### src/design/cpm_pkg.sv
// Purpose: Shared constants and types for the charge pump ratio control block.
// Assumes: 20 MHz system clock, 32-bit classic Wishbone register access.
// Notes:   Register offsets are byte addresses of aligned words.
package cpm_pkg;

   // Clock and debounce times, each in its own unit
   localparam int unsigned CLK_HZ        = 20_000_000;
   localparam int unsigned DEB_LONG_MS   = 32;
   localparam int unsigned DEB_SHORT_US  = 200;
   localparam int unsigned DEB_LONG_CYC  = DEB_LONG_MS * (CLK_HZ / 1000);
   localparam int unsigned DEB_SHORT_CYC = DEB_SHORT_US * (CLK_HZ / 1_000_000);
   localparam int unsigned CNT_W         = 20;

   // Register map
   localparam logic [7:0] OFS_CTRL   = 8'h00;
   localparam logic [7:0] OFS_SRC_EN = 8'h04;
   localparam logic [7:0] OFS_STATUS = 8'h08;

   // Control register fields
   localparam int unsigned BIT_AUTO_EN   = 6;
   localparam int unsigned BIT_DEB_SEL   = 5;
   localparam int unsigned BIT_MANUAL    = 4;
   localparam int unsigned BIT_RATIO_SEL = 2;

   // Status register fields
   localparam int unsigned BIT_ST_RUN   = 4;
   localparam int unsigned BIT_ST_RATIO = 5;
   localparam int unsigned LSB_ST_STATE = 6;

   // Values after reset
   localparam logic       RST_AUTO_EN   = 1'b1;
   localparam logic       RST_DEB_SEL   = 1'b0;
   localparam logic       RST_MANUAL    = 1'b0;
   localparam logic       RST_RATIO_SEL = 1'b0;
   localparam logic [3:0] RST_SRC_EN    = 4'h0;

   // Automatic ratio selection states
   typedef enum logic [1:0] {
      CPM_IDLE = 2'b00,
      CPM_LOW  = 2'b01,
      CPM_HIGH = 2'b10
   } cpm_state_type;

endpackage

### src/design/cpm_switch_ctrl.sv
// Purpose: Picks the charge pump ratio (1:1 bypass or 1:2 boost), in automatic or manual policy.
// Assumes: Dropout flags arrive asynchronously from comparators; pattern cycle end comes from same-clock logic.
// Notes:   Automatic selection only climbs; it restarts only when every current source is off.
//
// Our own choices: the Wishbone register port and the register addresses.
`timescale 1ns/10ps
`default_nettype none

// Notes on behaviour
// - Automatic mode starts the pump at 1:1 and climbs to 1:2 itself.
// - Dropout on an enabled source selects 1:2 after the selected debounce time.
// - Only enabled current sources are watched for dropout.
// - Automatic selection never steps from 1:2 back down to 1:1 while any source stays on.
// - Selection returns to its start only when all sources are off together.
// - After sources re-enable, selection runs again from the start.
// - During a pattern, all sources switch off at each cycle end.
// - Manual mode runs at the programmed ratio, never switching on its own.
// - Manual switch select: 0 automatic policy, 1 manual policy.
// - Ratio select write sets manual ratio; read returns the ratio in use.
// - Auto enable starts pump on dropout of an enabled source; stops when all off.
module cpm_switch_ctrl
   import cpm_pkg::*;
#(
   parameter int unsigned DEB_LONG = DEB_LONG_CYC
) (
   input  wire logic        clk_sys,
   input  wire logic        rstn,
   input  wire logic        wb_cyc_i,
   input  wire logic        wb_stb_i,
   input  wire logic        wb_we_i,
   input  wire logic [7:0]  wb_adr_i,
   input  wire logic [3:0]  wb_sel_i,
   input  wire logic [31:0] wb_dat_i,
   output var  logic [31:0] wb_dat_o,
   output var  logic        wb_ack_o,
   input  wire logic [3:0]  source_dropout,
   input  wire logic        pattern_running,
   input  wire logic        pattern_cycle_end,
   output var  logic [3:0]  current_source_enable,
   output var  logic        pump_run,
   output var  logic        pump_ratio
);

   // Every bit of state lives in one packed record, so the reset value and the
   // next-state copy can never drift apart when a field is added
   typedef struct packed {
      // Bus answer: acknowledge pulse and the read word that rides with it
      logic              ack;
      logic [31:0]       rdata;

      // Software settings, written over the register bus
      logic              auto_en;
      logic              deb_short;
      logic              manual;
      logic              ratio_sel;
      logic [3:0]        src_en;

      // Dropout flags on their way into this clock domain
      logic [3:0]        sync1;
      logic [3:0]        sync2;
      logic [3:0]        sync3;
      logic [3:0]        drop;

      // Automatic selector and its debounce counter
      cpm_state_type     state;
      logic [CNT_W-1:0]  cnt;

      // Pattern gap and the registered outputs
      logic              cycle_off;
      logic              run;
      logic              ratio;
      logic [3:0]        src_out;
   } cpm_regs_type;

   // Power-up contents: bus idle, settings at their defaults, pump off at 1:1
   localparam cpm_regs_type RST_REGS = '{
      // Bus side
      ack:       1'b0,
      rdata:     32'h0000_0000,

      // Settings
      auto_en:   RST_AUTO_EN,
      deb_short: RST_DEB_SEL,
      manual:    RST_MANUAL,
      ratio_sel: RST_RATIO_SEL,
      src_en:    RST_SRC_EN,

      // Synchroniser starts at the no-dropout level, so no false dropout follows reset
      sync1:     4'h0,
      sync2:     4'h0,
      sync3:     4'h0,
      drop:      4'h0,

      // Selector waits for the first enabled source
      state:     CPM_IDLE,
      cnt:       '0,

      // Outputs
      cycle_off: 1'b0,
      run:       1'b0,
      ratio:     1'b0,
      src_out:   4'h0
   };

   cpm_regs_type r;
   cpm_regs_type next_r;

   // Register address match, shared by the read and write paths
   function automatic logic cpm_hit(input logic [7:0] adr, input logic [7:0] ofs);
      cpm_hit = (adr == ofs);
   endfunction

   // Packs the control word for a read; the ratio bit shows the ratio in use,
   // not the manual request, so software can see what the pump really does
   function automatic logic [31:0] cpm_ctrl_word(input logic auto_en,
                                                  input logic deb_short,
                                                  input logic manual,
                                                  input logic ratio);
      logic [31:0] w;
      w                = 32'h0000_0000;
      w[BIT_AUTO_EN]   = auto_en;
      w[BIT_DEB_SEL]   = deb_short;
      w[BIT_MANUAL]    = manual;
      w[BIT_RATIO_SEL] = ratio;
      cpm_ctrl_word    = w;
   endfunction

   // Packs the status word: filtered dropout, run, ratio and selector state
   function automatic logic [31:0] cpm_status_word(input logic [3:0]    drop,
                                                   input logic          run,
                                                   input logic          ratio,
                                                   input cpm_state_type state);
      logic [31:0] w;
      w                              = 32'h0000_0000;
      w[3:0]                         = drop;
      w[BIT_ST_RUN]                  = run;
      w[BIT_ST_RATIO]                = ratio;
      w[LSB_ST_STATE+1:LSB_ST_STATE] = state;
      cpm_status_word                = w;
   endfunction

   // Decoded bus request; all fields sit in byte lane 0, so only sel[0] gates a write
   logic             bus_req;      // Request not yet answered
   logic             bus_wr;       // Write that reaches the field lane
   logic             bus_rd;       // Read of any address
   logic             sel_ctrl;     // Address hits the control word
   logic             sel_src;      // Address hits the source enables
   logic             sel_stat;     // Address hits the status word

   // Selector inputs, derived from registered state only
   logic [3:0]       live_en;
   logic             any_on;
   logic             any_drop;
   logic [CNT_W-1:0] deb_last;
   logic             deb_done;     // Counter has reached the selected debounce end
   logic [3:0]       drop_filt;    // Dropout after the stage agreement test

   // Per-source dropout filter: a level is taken only when stages two and three
   // agree, so a one-cycle glitch never reaches the debounce counter
   for (genvar g = 0; g < 4; g++) begin : g_drop_filt
      assign drop_filt[g] = (r.sync2[g] == r.sync3[g]) ? r.sync3[g] : r.drop[g];
   end

   // Bus request and the sources that are really on this cycle
   always_comb begin
      bus_req  = wb_cyc_i & wb_stb_i & ~r.ack;
      bus_wr   = bus_req & wb_we_i & wb_sel_i[0];
      bus_rd   = bus_req & ~wb_we_i;
      sel_ctrl = cpm_hit(wb_adr_i, OFS_CTRL);
      sel_src  = cpm_hit(wb_adr_i, OFS_SRC_EN);
      sel_stat = cpm_hit(wb_adr_i, OFS_STATUS);
      live_en  = r.src_en & {4{~r.cycle_off}};
      any_on   = |live_en;
      any_drop = |(r.drop & live_en);
      deb_last = r.deb_short ? CNT_W'(DEB_SHORT_CYC - 1) : CNT_W'(DEB_LONG - 1);
      deb_done = (r.cnt >= deb_last);
   end

   always_comb begin
      next_r = r;

      // Dropout synchroniser; a change counts once stages two and three agree
      next_r.sync1 = source_dropout;
      next_r.sync2 = r.sync1;
      next_r.sync3 = r.sync2;
      next_r.drop  = drop_filt;

      // Pattern cycle end forces every source off for one cycle
      next_r.cycle_off = pattern_running & pattern_cycle_end;

      // Wishbone slave: one wait state, unmapped reads give zero, unmapped writes dropped
      next_r.ack   = bus_req;
      next_r.rdata = 32'h0000_0000;
      // A write lands at the taking edge, the same edge that raises the acknowledge
      if (bus_wr) begin
         if (sel_ctrl) begin
            next_r.auto_en   = wb_dat_i[BIT_AUTO_EN];
            next_r.deb_short = wb_dat_i[BIT_DEB_SEL];
            next_r.manual    = wb_dat_i[BIT_MANUAL];
            next_r.ratio_sel = wb_dat_i[BIT_RATIO_SEL];
         end else if (sel_src) begin
            // Enables should be set before the pump starts, so the right sources are watched
            next_r.src_en = wb_dat_i[3:0];
         end
      end
      // Read data is registered and stands only in the acknowledge cycle
      if (bus_rd) begin
         if (sel_ctrl) begin
            next_r.rdata = cpm_ctrl_word(r.auto_en, r.deb_short, r.manual, r.ratio);
         end else if (sel_src) begin
            next_r.rdata = {28'h000_0000, r.src_en};
         end else if (sel_stat) begin
            next_r.rdata = cpm_status_word(r.drop, r.run, r.ratio, r.state);
         end
      end

      // Automatic ratio selection; the debounce counter only runs while dropout holds
      // The counter clears whenever it is not counting, so any break in dropout
      // restarts the whole debounce; a marginal supply cannot creep up in pieces
      next_r.cnt = '0;
      case (r.state)
         // Waiting for the first enabled source; the pump sits at 1:1
         CPM_IDLE: begin
            if (any_on) begin
               next_r.state = CPM_LOW;
            end
         end
         // Running at 1:1 and watching the live sources for dropout
         CPM_LOW: begin
            if (!any_on) begin
               next_r.state = CPM_IDLE;
            end else if (any_drop) begin
               if (deb_done) begin
                  next_r.state = CPM_HIGH;
               end else begin
                  next_r.cnt = r.cnt + CNT_W'(1);
               end
            end
         end
         // Running at 1:2; a rising battery does not bring the ratio back down
         CPM_HIGH: begin
            // No path back to 1:1 while any source stays on
            if (!any_on) begin
               next_r.state = CPM_IDLE;
            end
         end
         default: begin
            next_r.state = CPM_IDLE;
         end
      endcase

      // Ratio in use: manual setting, or the climb of the automatic selector
      if (r.manual) begin
         next_r.ratio = r.ratio_sel;
      end else begin
         next_r.ratio = (r.state == CPM_HIGH);
      end

      // Pump run: start on dropout of a live source, stop once all are off;
      // manual ratio policy leaves this alone, the pump still needs a cause to start
      if (!r.auto_en || !any_on) begin
         next_r.run = 1'b0;
      end else if (any_drop) begin
         next_r.run = 1'b1;
      end

      next_r.src_out = live_en;
   end

   // All block state in one register bank; reset loads constants only,
   // so the asynchronous branch never depends on live inputs
   always_ff @(posedge clk_sys or negedge rstn) begin
      if (!rstn) begin
         r <= RST_REGS;
      end else begin
         r <= next_r;
      end
   end

   // Outputs straight from flip-flops; no logic sits between the
   // register bank and the pins, so downstream timing sees clean edges
   always_comb begin
      wb_ack_o              = r.ack;
      wb_dat_o              = r.rdata;
      pump_run              = r.run;
      pump_ratio            = r.ratio;
      current_source_enable = r.src_out;
   end

endmodule

`default_nettype wire

### config.mk
export PLATFORM = sky130hd
export DESIGN_NAME = cpm_switch_ctrl
export DESIGN_NICKNAME = d
export VERILOG_FILES = /design/src/design/cpm_pkg.sv /design/src/design/cpm_switch_ctrl.sv
export SDC_FILE = /design/constraint.sdc
export NUM_CORES = 1
export LEC_CHECK = 0
export ABC_AREA = 1
export BUFFER_PORTS_ARGS = -buffer_cell sky130_fd_sc_hd__buf_4
export CAP_MARGIN = 15
export CORE_ASPECT_RATIO = 0.7
export CORE_UTILIZATION = 40
export CTS_CLUSTER_SIZE = 40
export DETAILED_ROUTE_END_ITERATION = 10
export GPL_ROUTABILITY_DRIVEN = 0
export GPL_TIMING_DRIVEN = 0
export HOLD_SLACK_MARGIN = 0.06
export PLACE_DENSITY = 0.71
export SYNTH_ARGS = -nofsm -noshare
export SYNTH_HDL_FRONTEND = slang
export SYNTH_SLANG_ARGS = --single-unit
### constraint.sdc
create_clock -name clk_sys -period 4.3 [get_ports clk_sys]
set_input_delay 0.645 -clock clk_sys [delete_from_list [all_inputs] [get_ports clk_sys]]
set_output_delay 0.645 -clock clk_sys [all_outputs]
set_load 0.05 [all_outputs]
== Word level (Yosys, flattened, before mapping) ==
Cells that the tools add are included.

* Flip-flop bits (word level): 86
* Input port bits: 55
* Output and inout bits: 39
* Logic and storage cells: 74

* Add/sub/neg operators: 1
* $lt $le $gt $ge: 1
* Equal/unequal tests: 12
* Mux-type cells: 17
* Bitwise gates (word level): 12
* Reduce and logical (&&, ||, !) cells: 11

{| class="wikitable"
|+ Operators by type and width
! kind !! count
|-
| $mux 20 || 4
|-
| $mux 8 || 4
|-
| $mux 22 || 1
|-
| $add 20x1->20 const B || 1
|-
| $ge 20x20->1 || 1
|-
| $and 4x4->4 || 2
|-
| $eq 8x3->1 const B || 1
|-
| $eq 8x4->1 const B || 1
|-
| $logic_not 8->1 || 1
|-
| $mux 2 || 4
|-
| $reduce_or 4->1 || 2
|-
| $and 1x1->1 || 6
|-
| $ne 3x3->1 const B || 2
|-
| $pmux 2 s3 || 1
|-
| $eq 1x1->1 || 4
|-
| $ne 2x2->1 const B || 2
|-
| $not 1->1 || 4
|-
| $reduce_and 4->1 || 1
|-
| $mux 1 || 3
|-
| $reduce_and 3->1 || 1
|-
| $eq 2x1->1 const B || 1
|-
| $eq 2x2->1 const B || 1
|-
| $logic_not 1->1 || 2
|-
| $logic_not 2->1 || 1
|-
| 3 further kinds || 3
|}

== Logic depth before layout (Yosys ltp) ==
Gate-level depths: netlist (run 1).

* Depth in word-level cells: 7
* Depth in mapped cells: 12
* Gate-level depth less buffers: 12

== Least setup slack after synthesis (run 1) ==
OpenSTA, ideal clock, no wires.

* Path type: register to register
* Start point: reg r[51] (netlist bit)
* End point: reg r[11] (netlist bit)
* Setup time: 124 ps
* Arrival: 1602 ps
* Required time: 4176 ps
* Slack: 2574 ps
* Stages on the path, launching flop included: 12
* Path buffers: 1
* Clock period less this slack: 1726 ps
* Cells stage by stage: dfrtp_1 > ha_1 > nand2_1 > inv_1 > nand2_2 > nor2_1 > nand3_1 > nand3_2 > nor2_4 > inv_4 > buf_12 > nor2_4

{| class="wikitable"
|+ RTL lines
! element !! line !! text
|-
| from (decl) || cpm_switch_ctrl.sv:105 || <nowiki>cpm_regs_type r;</nowiki>
|-
| from (signal assigned) || cpm_switch_ctrl.sv:276 || <nowiki>r <= next_r;</nowiki>
|}

==> results.cfg, run 1 <==
[die]
num_io_pins = 94
die_w_um = 111.3
rows = 27
initial_core_util_pct = 41.96
chipHeight_um = 78.52
core_um2 = 7973
die_area_um2 = 8740

[critical_path]
slowest_stage = dfrtp_1
crit_path_max_fanout = 10
path_buf_inv = 3
path_cells = inv_1 > ha_1 > a21oi_1 > nand2_1 > nand2_1 > nand3_2 > nor2_4 > inv_4 > buf_12 > nor2_4
required_ps = 4560
crit_family = flip-flops
endpoint_kind = register
slowest_delay_ps = 570
path_class = reg -> reg
arrival_ps = 2310
critPathLaunchType = register

[global_routing]
grt_max_degree = 63
antenna_found_initial = 0
grt_pass1_wl_mm = 10.40
grt_overflow = 0
grt_usage_pct = 15.38
grt_pass1_vias = 2268

[clock_tree]
htree_levels = 3
cts_hold_buffers = 0
cts_sinks = 62
cts_max_path_buffers = 2
post_cts_buffers = 0
clock_latency_ps = 330
clk_pin_slew_ps = 50
tritoncts = done
cts_resized = 0
ctsRootBufferMaster = clkbuf_16
cts_made_buffers = 9

[status]
violations = design-rule violations
status = finished, violations left

[cells_and_area]
finalNetCount = 508
fillers = 705
antenna_cells = 0
layout_commonest_cell = nand2_1
fin_util_pct = 52.46
area_delta_synth_final_pct = 25.02
postLayoutCellArea_um2 = 4183
drive_gt1_share_pct = 30.51
layout_common_cells = 85 x nand2_1, 77 x buf_4, 61 x dfrtp_1, 39 x nor2_1, 33 x inv_1

[place]
dpl-instance-area_um2 = 3866
io_buffers = 41
dpl.hpwl_mm = 4.589
place_ws_ps = 2269

[logic_synthesis]
synthCells = 369
synth_largest_area_cell = dfrtp_1
ys_top_cells_by_area = dfrtp_1 46%, nand2_1 9.5%, buf_4 8.1%, nor2_1 4.4%, nor2_4 4.4%
syn-cell-area_um2 = 3346
synthDominantCellAreaShare_pct = 45.62
synth.avg_cell_area_um2 = 9.067
synth_edf_count = 0
async_flop_share_pct = 100.0
yosysWarnings = 0
synth_flop_cell = dfrtp_1
ys_seq_elements = 62
synth_cell_type_count = 35
ys_seq_area_share_pct = 46.41

[job]
maxCapViolations = 0

[timing]
setup_slack_ps = 2247
fin_crit_ps = 2053
fmax_mhz = 487.1
finalHoldViolations = 0
skew_ps = 4.529
tns_ps = 0
finalSetupViolCount = 0
drv_slew = 0
slew_headroom_pct = 49.30
tightestPinTransition_ps = 760.5
period_share_pct = 47.74
rsz0062_at_grt = false

[detailed_routing]
drt_pass1_iterations = 7
wl_mm = 6.196
first_iter_violations = 111
vias = 2414
antenna_left = 0
vias_per_cell = 4.389
wl_per_cell_um = 11.27
drc_errors = 15

[pwr]
power_mw = 1.521
powerDensity_nw_per_um2 = 363.7
ir_drop_v = 0.0001452
power.static_leakage_nw = 2.117

[hold_path]
worstHoldPathType = reg -> reg
-- worst register-to-register path: stages (launching register included) --
cell	delay, ps
dfrtp_1	570
inv_1	150
ha_1	310
a21oi_1	200
nand2_1	90
nand2_1	70
nand3_2	90
nor2_4	170
inv_4	90
buf_12	170
nor2_4	80
-- logic make-up (layout without fill, tap and decap cells) --
logic type	Yosys count	after routing	synth area share (%)
xor+xnor	13	13	3.403
compound gates	19	19	3.142
fa+ha+maj	13	13	4.563
mux	5	5	2.244
other cells	1	24	0.1121
flops	62	62	46.41
simple gates	181	181	27.11
buf+inv	75	132	13.01
-- path summary, 6_finish.rpt --
| kind | slack, ps | start | end | cells after the start |
|---|---|---|---|---|
| max reg2reg | 2250 | r[51] | r[14] | 10 |
| min reg2reg | 350 | next_r[38] | next_r[34] | 0 |
| min | 350 | next_r[38] | next_r[34] | 0 |
| max | 2250 | r[51] | r[14] | 10 |
| max in group asynchronous | 3410 | rstn | wb_ack_o | 1 |
| min in group asynchronous | 400 | rstn | r[9] | 1 |
-- cells in the mapped netlist (2+ instances only) --
master and count:
nand2_1 85, dfrtp_1 61, nor2_1 39, buf_4 36
inv_1 33, nand3_1 16, nor2_4 13, xor2_1 10
a21oi_1 9, ha_1 9, nand2_2 7, nor2_2 6
mux2_4 5, nand4_1 5, inv_2 4, maj3_1 4
o21ai_0 4, xnor2_1 3, nor3_1 2, nor3_2 2
o21ai_1 2
-- per-layer routing --
metal,vias to the layer above,part of all wire (%),global-route usage (%)
met5,-,0,0
met1,1083,50,20.51
met4,0,1.3,5.946
li1,1247,-,-
met3,11,6.2,5.714
met2,73,42,22.63
-- layout make-up --
class / count / area [um2] / share of cell area, %
Timing Repair Buffer: 41 / 307.8 / 7.359
Sequential cell: 62 / 1553 / 37.12
Inverter: 38 / 145.1 / 3.470
Buffer: 37 / 290.3 / 6.940
Clock buffer: 12 / 246.5 / 5.893
Tap cell: 101 / 126.4 / 3.021
Multi-Input combinational cell: 255 / 1444 / 34.52
Clock inverter: 4 / 70.07 / 1.675
-- stage by stage --
step,std cells,hold slack (ps)
3_5_place_dp,534,336.2
6_report,550,346.1
3_3_place_gp,534,333.6
4_1_cts,550,347.6
2_1_floorplan,392,331.2
5_1_grt,550,358.8
-- power breakdown --
| group | internal, mW | leakage [nW] | switching [mW] | total [mW] |
|---|---|---|---|---|
| sequential | 0.601 | 0.817 | 0.0140 | 0.615 |
| clock | 0.521 | 0.157 | 0.241 | 0.762 |
| combinational | 0.0484 | 1.14 | 0.0961 | 0.144 |
-- state kept, by name (all words and copies together), names as in the netlist --
signal and flops:
current_source_enable 4, next_r 8, pump_ratio 1, wb_dat_o 8, r 39, pump_run 1
wb_ack_o 1
Note: power is estimated with default switching activity, not from simulation.
==> run 2, diff against run 1 <==
Clock period 4.3 ns to 2 ns, I/O delays scaled along.
==> run 2 against run 1 <==
Compared with the run above:
- the run still ends with design-rule violations left
- die area is the same
- hold slack worse by 290 ps
- sequential cell count unchanged
- sequential power grew 110%
- first-iteration DRC count is 22% higher
- utilization up 2.4 points
- total power grew 120%
- non-clock buffer count up 6
- largest power group unchanged
==> results.cfg, run 2 (synthesis results as in run 1) <==
[status]
violations = design-rule violations
status = finished, violations left

[cells_and_area]
area_delta_synth_final_pct = 30.82
drive_gt1_share_pct = 35.60
finalNetCount = 514
fin_cells = 556
postLayoutCellArea_um2 = 4377
regMostFlops = r
fillers = 674
multi_input_area_um2 = 1559
largest_register_ffs = 39
antenna_cells = 0
register_area_um2 = 1554
layout_common_cells = 81 x nand2_1, 81 x buf_4, 60 x dfrtp_1, 38 x nor2_1, 31 x inv_1

[pwr]
power_mw = 3.275
powerDensity_nw_per_um2 = 748.3
power.static_leakage_nw = 2.165
ir_drop_v = 0.0003117

[detailed_routing]
wl_per_cell_um = 11.91
first_iter_violations = 135
wl_mm = 6.620
antenna_left = 0
vias_per_cell = 4.460
vias = 2480
drc_errors = 15
drt_pass1_iterations = 7

[clock_tree]
clock_latency_ps = 320
cts_made_buffers = 9
clk_pin_slew_ps = 50
htree_levels = 3
ctsRootBufferMaster = clkbuf_16
tritoncts = done
cts_sinks = 62
cts_max_path_buffers = 2
cts_hold_buffers = 0

[die]
die_w_um = 111.3
chipHeight_um = 78.52
initial_core_util_pct = 41.96
num_io_pins = 94
rows = 27
core_um2 = 7973
die_area_um2 = 8740

[critical_path]
required_ps = 2260
crit_family = simple AND/OR/NAND/NOR gates
worst_r2r_path_depth = 13
critPathLaunchType = register
endpoint_kind = register
path_buf_inv = 4
crit_path_start = r[51]
slowest_stage = dfrtp_2
rr_endpoint = r[14]
ff2ff_setup_slack_ps = 30
path_cells = buf_12 > inv_2 > ha_4 > nand2_2 > nor2_2 > nand2_1 > nand2_1 > nand2_1 > nand3_2 > nor2_4 > clkinv_4 > clkbuf_16 > nor2_4
crit_top_cell = nand2_1
arrival_ps = 2230
r2r_start = r[51]
cp.depth = 13
path_class = reg -> reg
slowest_delay_ps = 420
crit_path_max_fanout = 8

[timing]
setup_slack_ps = 33.55
holdWs_ps = 52.86
period_share_pct = 98.32
skew_ps = 3.379
finalSetupViolCount = 0
slew_headroom_pct = 49.48
finalHoldViolations = 0
tightestPinTransition_ps = 757.8
drv_slew = 0
fin_crit_ps = 1966
rsz0062_at_grt = true
fmax_mhz = 508.5

[global_routing]
grt_max_degree = 63
antenna_found_initial = 0
grt_pass1_wl_mm = 10.40
grt_pass1_vias = 2268
grt_usage_pct = 15.38
grt_overflow = 0

[place]
dpl-instance-area_um2 = 3866
place_inst = 534
dpl.hpwl_mm = 4.589
io_buffers = 41
place_ws_ps = -30.67

[job]
maxCapViolations = 0

[hold_path]
worstHoldPathType = in -> async
[run 2: cell count changes in the layout (fill, tap and decap cells not counted), moves of 2 or more]
cell	delta
a21oi_2	+3
ha_4	+7
nand2_1	-4
ha_1	-7
inv_2	+2
nand2_2	+4
buf_4	+4
inv_1	-2
a21oi_1	-3
[run 2: metal layers]
| metal | global-route usage, % | routed length (um) | vias up |
|---|---|---|---|
| met2 | 22.63 | 2914 | 72 |
| met1 | 20.51 | 3230 | 1140 |
| met3 | 5.714 | 404 | 10 |
| met5 | 0 | 0 | - |
| li1 | - | - | 1258 |
| met4 | 5.946 | 70 | 0 |
[run 2: final cells by class]
class,count,share of cell area (%)
Inverter,38,3.373
Clock buffer,12,5.632
Buffer,37,6.632
Multi-Input combinational cell,255,35.62
Tap cell,101,2.887
Clock inverter,4,1.601
Timing Repair Buffer,47,8.748
Sequential cell,62,35.51
[run 2: stage by stage]
step / setup TNS, ps / util, %
6_report: 0 / 54.90
4_1_cts: 0 / 52.48
3_3_place_gp: 0 / 48.49
5_1_grt: -401.3 / 54.90
2_1_floorplan: 0 / -
3_5_place_dp: -264.7 / 48.49
[run 2: report_power, final]
part	switching, mW	internal [mW]	total [mW]
Combinational	0.208	0.107	0.315
Sequential	0.0303	1.29	1.32
Clock	0.518	1.12	1.64
[run 2: worst max path at each step]
stage | slack [ps] | to
6_report | 30 | r[14]
5_1_grt | -60 | r[14]
4_1_cts | 20 | r[15]
3_5_place_dp | -30 | r[15]
3_3_place_gp | 8 | r[19]
2_1_floorplan | 270 | r[11]
[run 2: repair_timing]
item,4_1_cts,5_1_grt
pin swaps,0,6
setup endpoints to repair,10,10
resized for setup,1,19
setup buffers,0,5
cloned,0,1
==> run 3, diff against run 2 <==
Settings changed: CTS_BUF_LIST set to sky130_fd_sc_hd__clkbuf_8.
==> run 3 against run 2 <==
Compared with the run above:
- the run still ends with design-rule violations left
- clock power fell by 29%
- sequential power barely moved
- hold slack got worse by 13 ps
- cell count rose by 0.90%
- combinational power rose by 2%
- first-iteration DRC count fell by 2.2%
- highest routed layer unchanged
- wire length fell by 2.7%
- critical endpoint is now r[24]
- sequential share of layout area rose by 0.49 points
- setup slack got worse by 33 ps
- total power fell by 14%
==> results.cfg, run 3 (synthesis results as in run 1) <==
[global_routing]
grt_pass1_wl_mm = 10.21
grt_max_degree = 63
grt_overflow = 0
antenna_found_initial = 0
grt_pass1_vias = 2246
grt_usage_pct = 14.94

[detailed_routing]
vias_per_cell = 4.480
drt_pass1_iterations = 7
antenna_left = 0
drc_errors = 14
wl_mm = 6.442
wl_per_cell_um = 11.48
first_iter_violations = 132
vias = 2513

[timing]
period_share_pct = 99.97
finalSetupViolCount = 0
holdWs_ps = 40.17
tns_ps = 0
rsz0062_at_grt = true
slew_headroom_pct = 49.15
drv_slew = 0
setup_slack_ps = 0.5747
skew_ps = 6.747
fin_crit_ps = 1999
tightestPinTransition_ps = 762.8
fmax_mhz = 500.1
finalHoldViolations = 0

[cells_and_area]
layout_common_cells = 81 x nand2_1, 81 x buf_4, 60 x dfrtp_1, 38 x nor2_1, 33 x inv_1
drive_gt1_share_pct = 35.22
finalNetCount = 519
largest_register_ffs = 39
regMostFlops = r
antenna_cells = 0
area_delta_synth_final_pct = 29.02

[die]
rows = 27
die_w_um = 111.3
die_area_um2 = 8740
core_um2 = 7973
initial_core_util_pct = 41.96
num_io_pins = 94
chipHeight_um = 78.52

[clock_tree]
clk_pin_slew_ps = 60
ctsRootBufferMaster = clkbuf_8
clock_latency_ps = 330
htree_levels = 3
cts_sinks = 62
cts_max_path_buffers = 2
tritoncts = done
cts_made_buffers = 9

[critical_path]
arrival_ps = 2260
slowest_stage = dfrtp_2
required_ps = 2260
critPathLaunchType = register
path_cells = buf_12 > ha_4 > a21oi_1 > o21ai_2 > a21oi_2 > nand3_2 > nor2_4 > clkinv_4 > clkbuf_16 > nor2_4
path_class = reg -> reg
crit_family = buffers and inverters
path_buf_inv = 3
endpoint_kind = register
slowest_delay_ps = 420
ff2ff_setup_slack_ps = 0.6
crit_path_max_fanout = 7
crit_top_cell = nor2_4

[pwr]
comb_power_share_pct = 11.4
p_int_mw = 2.124
power_switching_uw = 688.6
p_seq_share_pct = 46.9
power.static_leakage_nw = 2.144
ir_drop_v = 0.0002911
pwr-share-clk_pct = 41.6
swShare_pct = 24.48
powerDensity_nw_per_um2 = 651.5

[hold_path]
worstHoldPathType = in -> async

[place]
io_buffers = 41
dpl.hpwl_mm = 4.589
place_ws_ps = -30.67

[job]
maxCapViolations = 0

[status]
violations = design-rule violations
status = finished, violations left
==> run 3: changes by cell type in the layout (fill, tap and decap cells not counted), sizes merged <==
cell         change
dlygate4sd3      +4
clkbuf           -2
inv              +2
clkinv           +1
==> run 3: power groups by stage <==
stage | logic [mW] | clock network (mW) | registers [mW]
5_1_grt | 0.358 | 1.27 | 1.32
4_1_cts | 0.313 | 1.20 | 1.32
6_report | 0.322 | 1.17 | 1.32
3_5_place_dp | 0.312 | 0 | 1.34
3_3_place_gp | 0.304 | 0 | 1.34
2_1_floorplan | 0.223 | 0 | 1.34
==> run 3: timing repair <==
action,in CTS,in global routing
setup buffers,0,5
hold endpoints to repair,0,4
gates cloned,0,2
hold buffers,0,4
endpoints found under the setup margin,10,10
resized for setup,1,18
pin swaps,0,6
==> run 3: worst paths after layout <==
kind / from / to / cells past startpoint
setup / recovery: r[51] / r[24] / 10
hold / removal: rstn / r[22] / 1
setup reg to reg: r[51] / r[24] / 10
hold reg to reg: next_r[38] / next_r[34] / 0
max in group asynchronous: rstn / r[51] / 1
min in group clk_sys: pattern_cycle_end / r[6] / 3
==> run 3: per-layer routing <==
| layer | GRT usage, % | routed length (um) |
|---|---|---|
| met5 | 0 | 0 |
| met4 | 5.270 | 102 |
| met3 | 4.942 | 402 |
| met2 | 22.50 | 2802 |
| met1 | 20.07 | 3135 |
==> run 3: through the flow <==
| step | total power, mW | utilization, % | cells | instance area (um2) |
|---|---|---|---|---|
| after floorplan | 1.560 | - | 392 | 3432 |
| after global placement | 1.647 | 48.49 | 534 | 3866 |
| after detailed placement | 1.655 | 48.49 | 534 | 3866 |
| after CTS | 2.834 | 51.21 | 550 | 4083 |
| after global routing | 2.951 | 54.14 | 561 | 4317 |
| final | 2.812 | 54.14 | 561 | 4317 |
==> run 3: cell type report <==
class | instances | area (um2)
timing repair buffer | 51 | 422.9
buffer | 37 | 290.3
multi-input combinational | 255 | 1555
sequential | 62 | 1554
timing repair inverter | 1 | 5.005
clock inverter | 6 | 77.57
fill | 687 | 3656
tap | 101 | 126.4
clock buffer | 10 | 137.6
inverter | 38 | 147.6
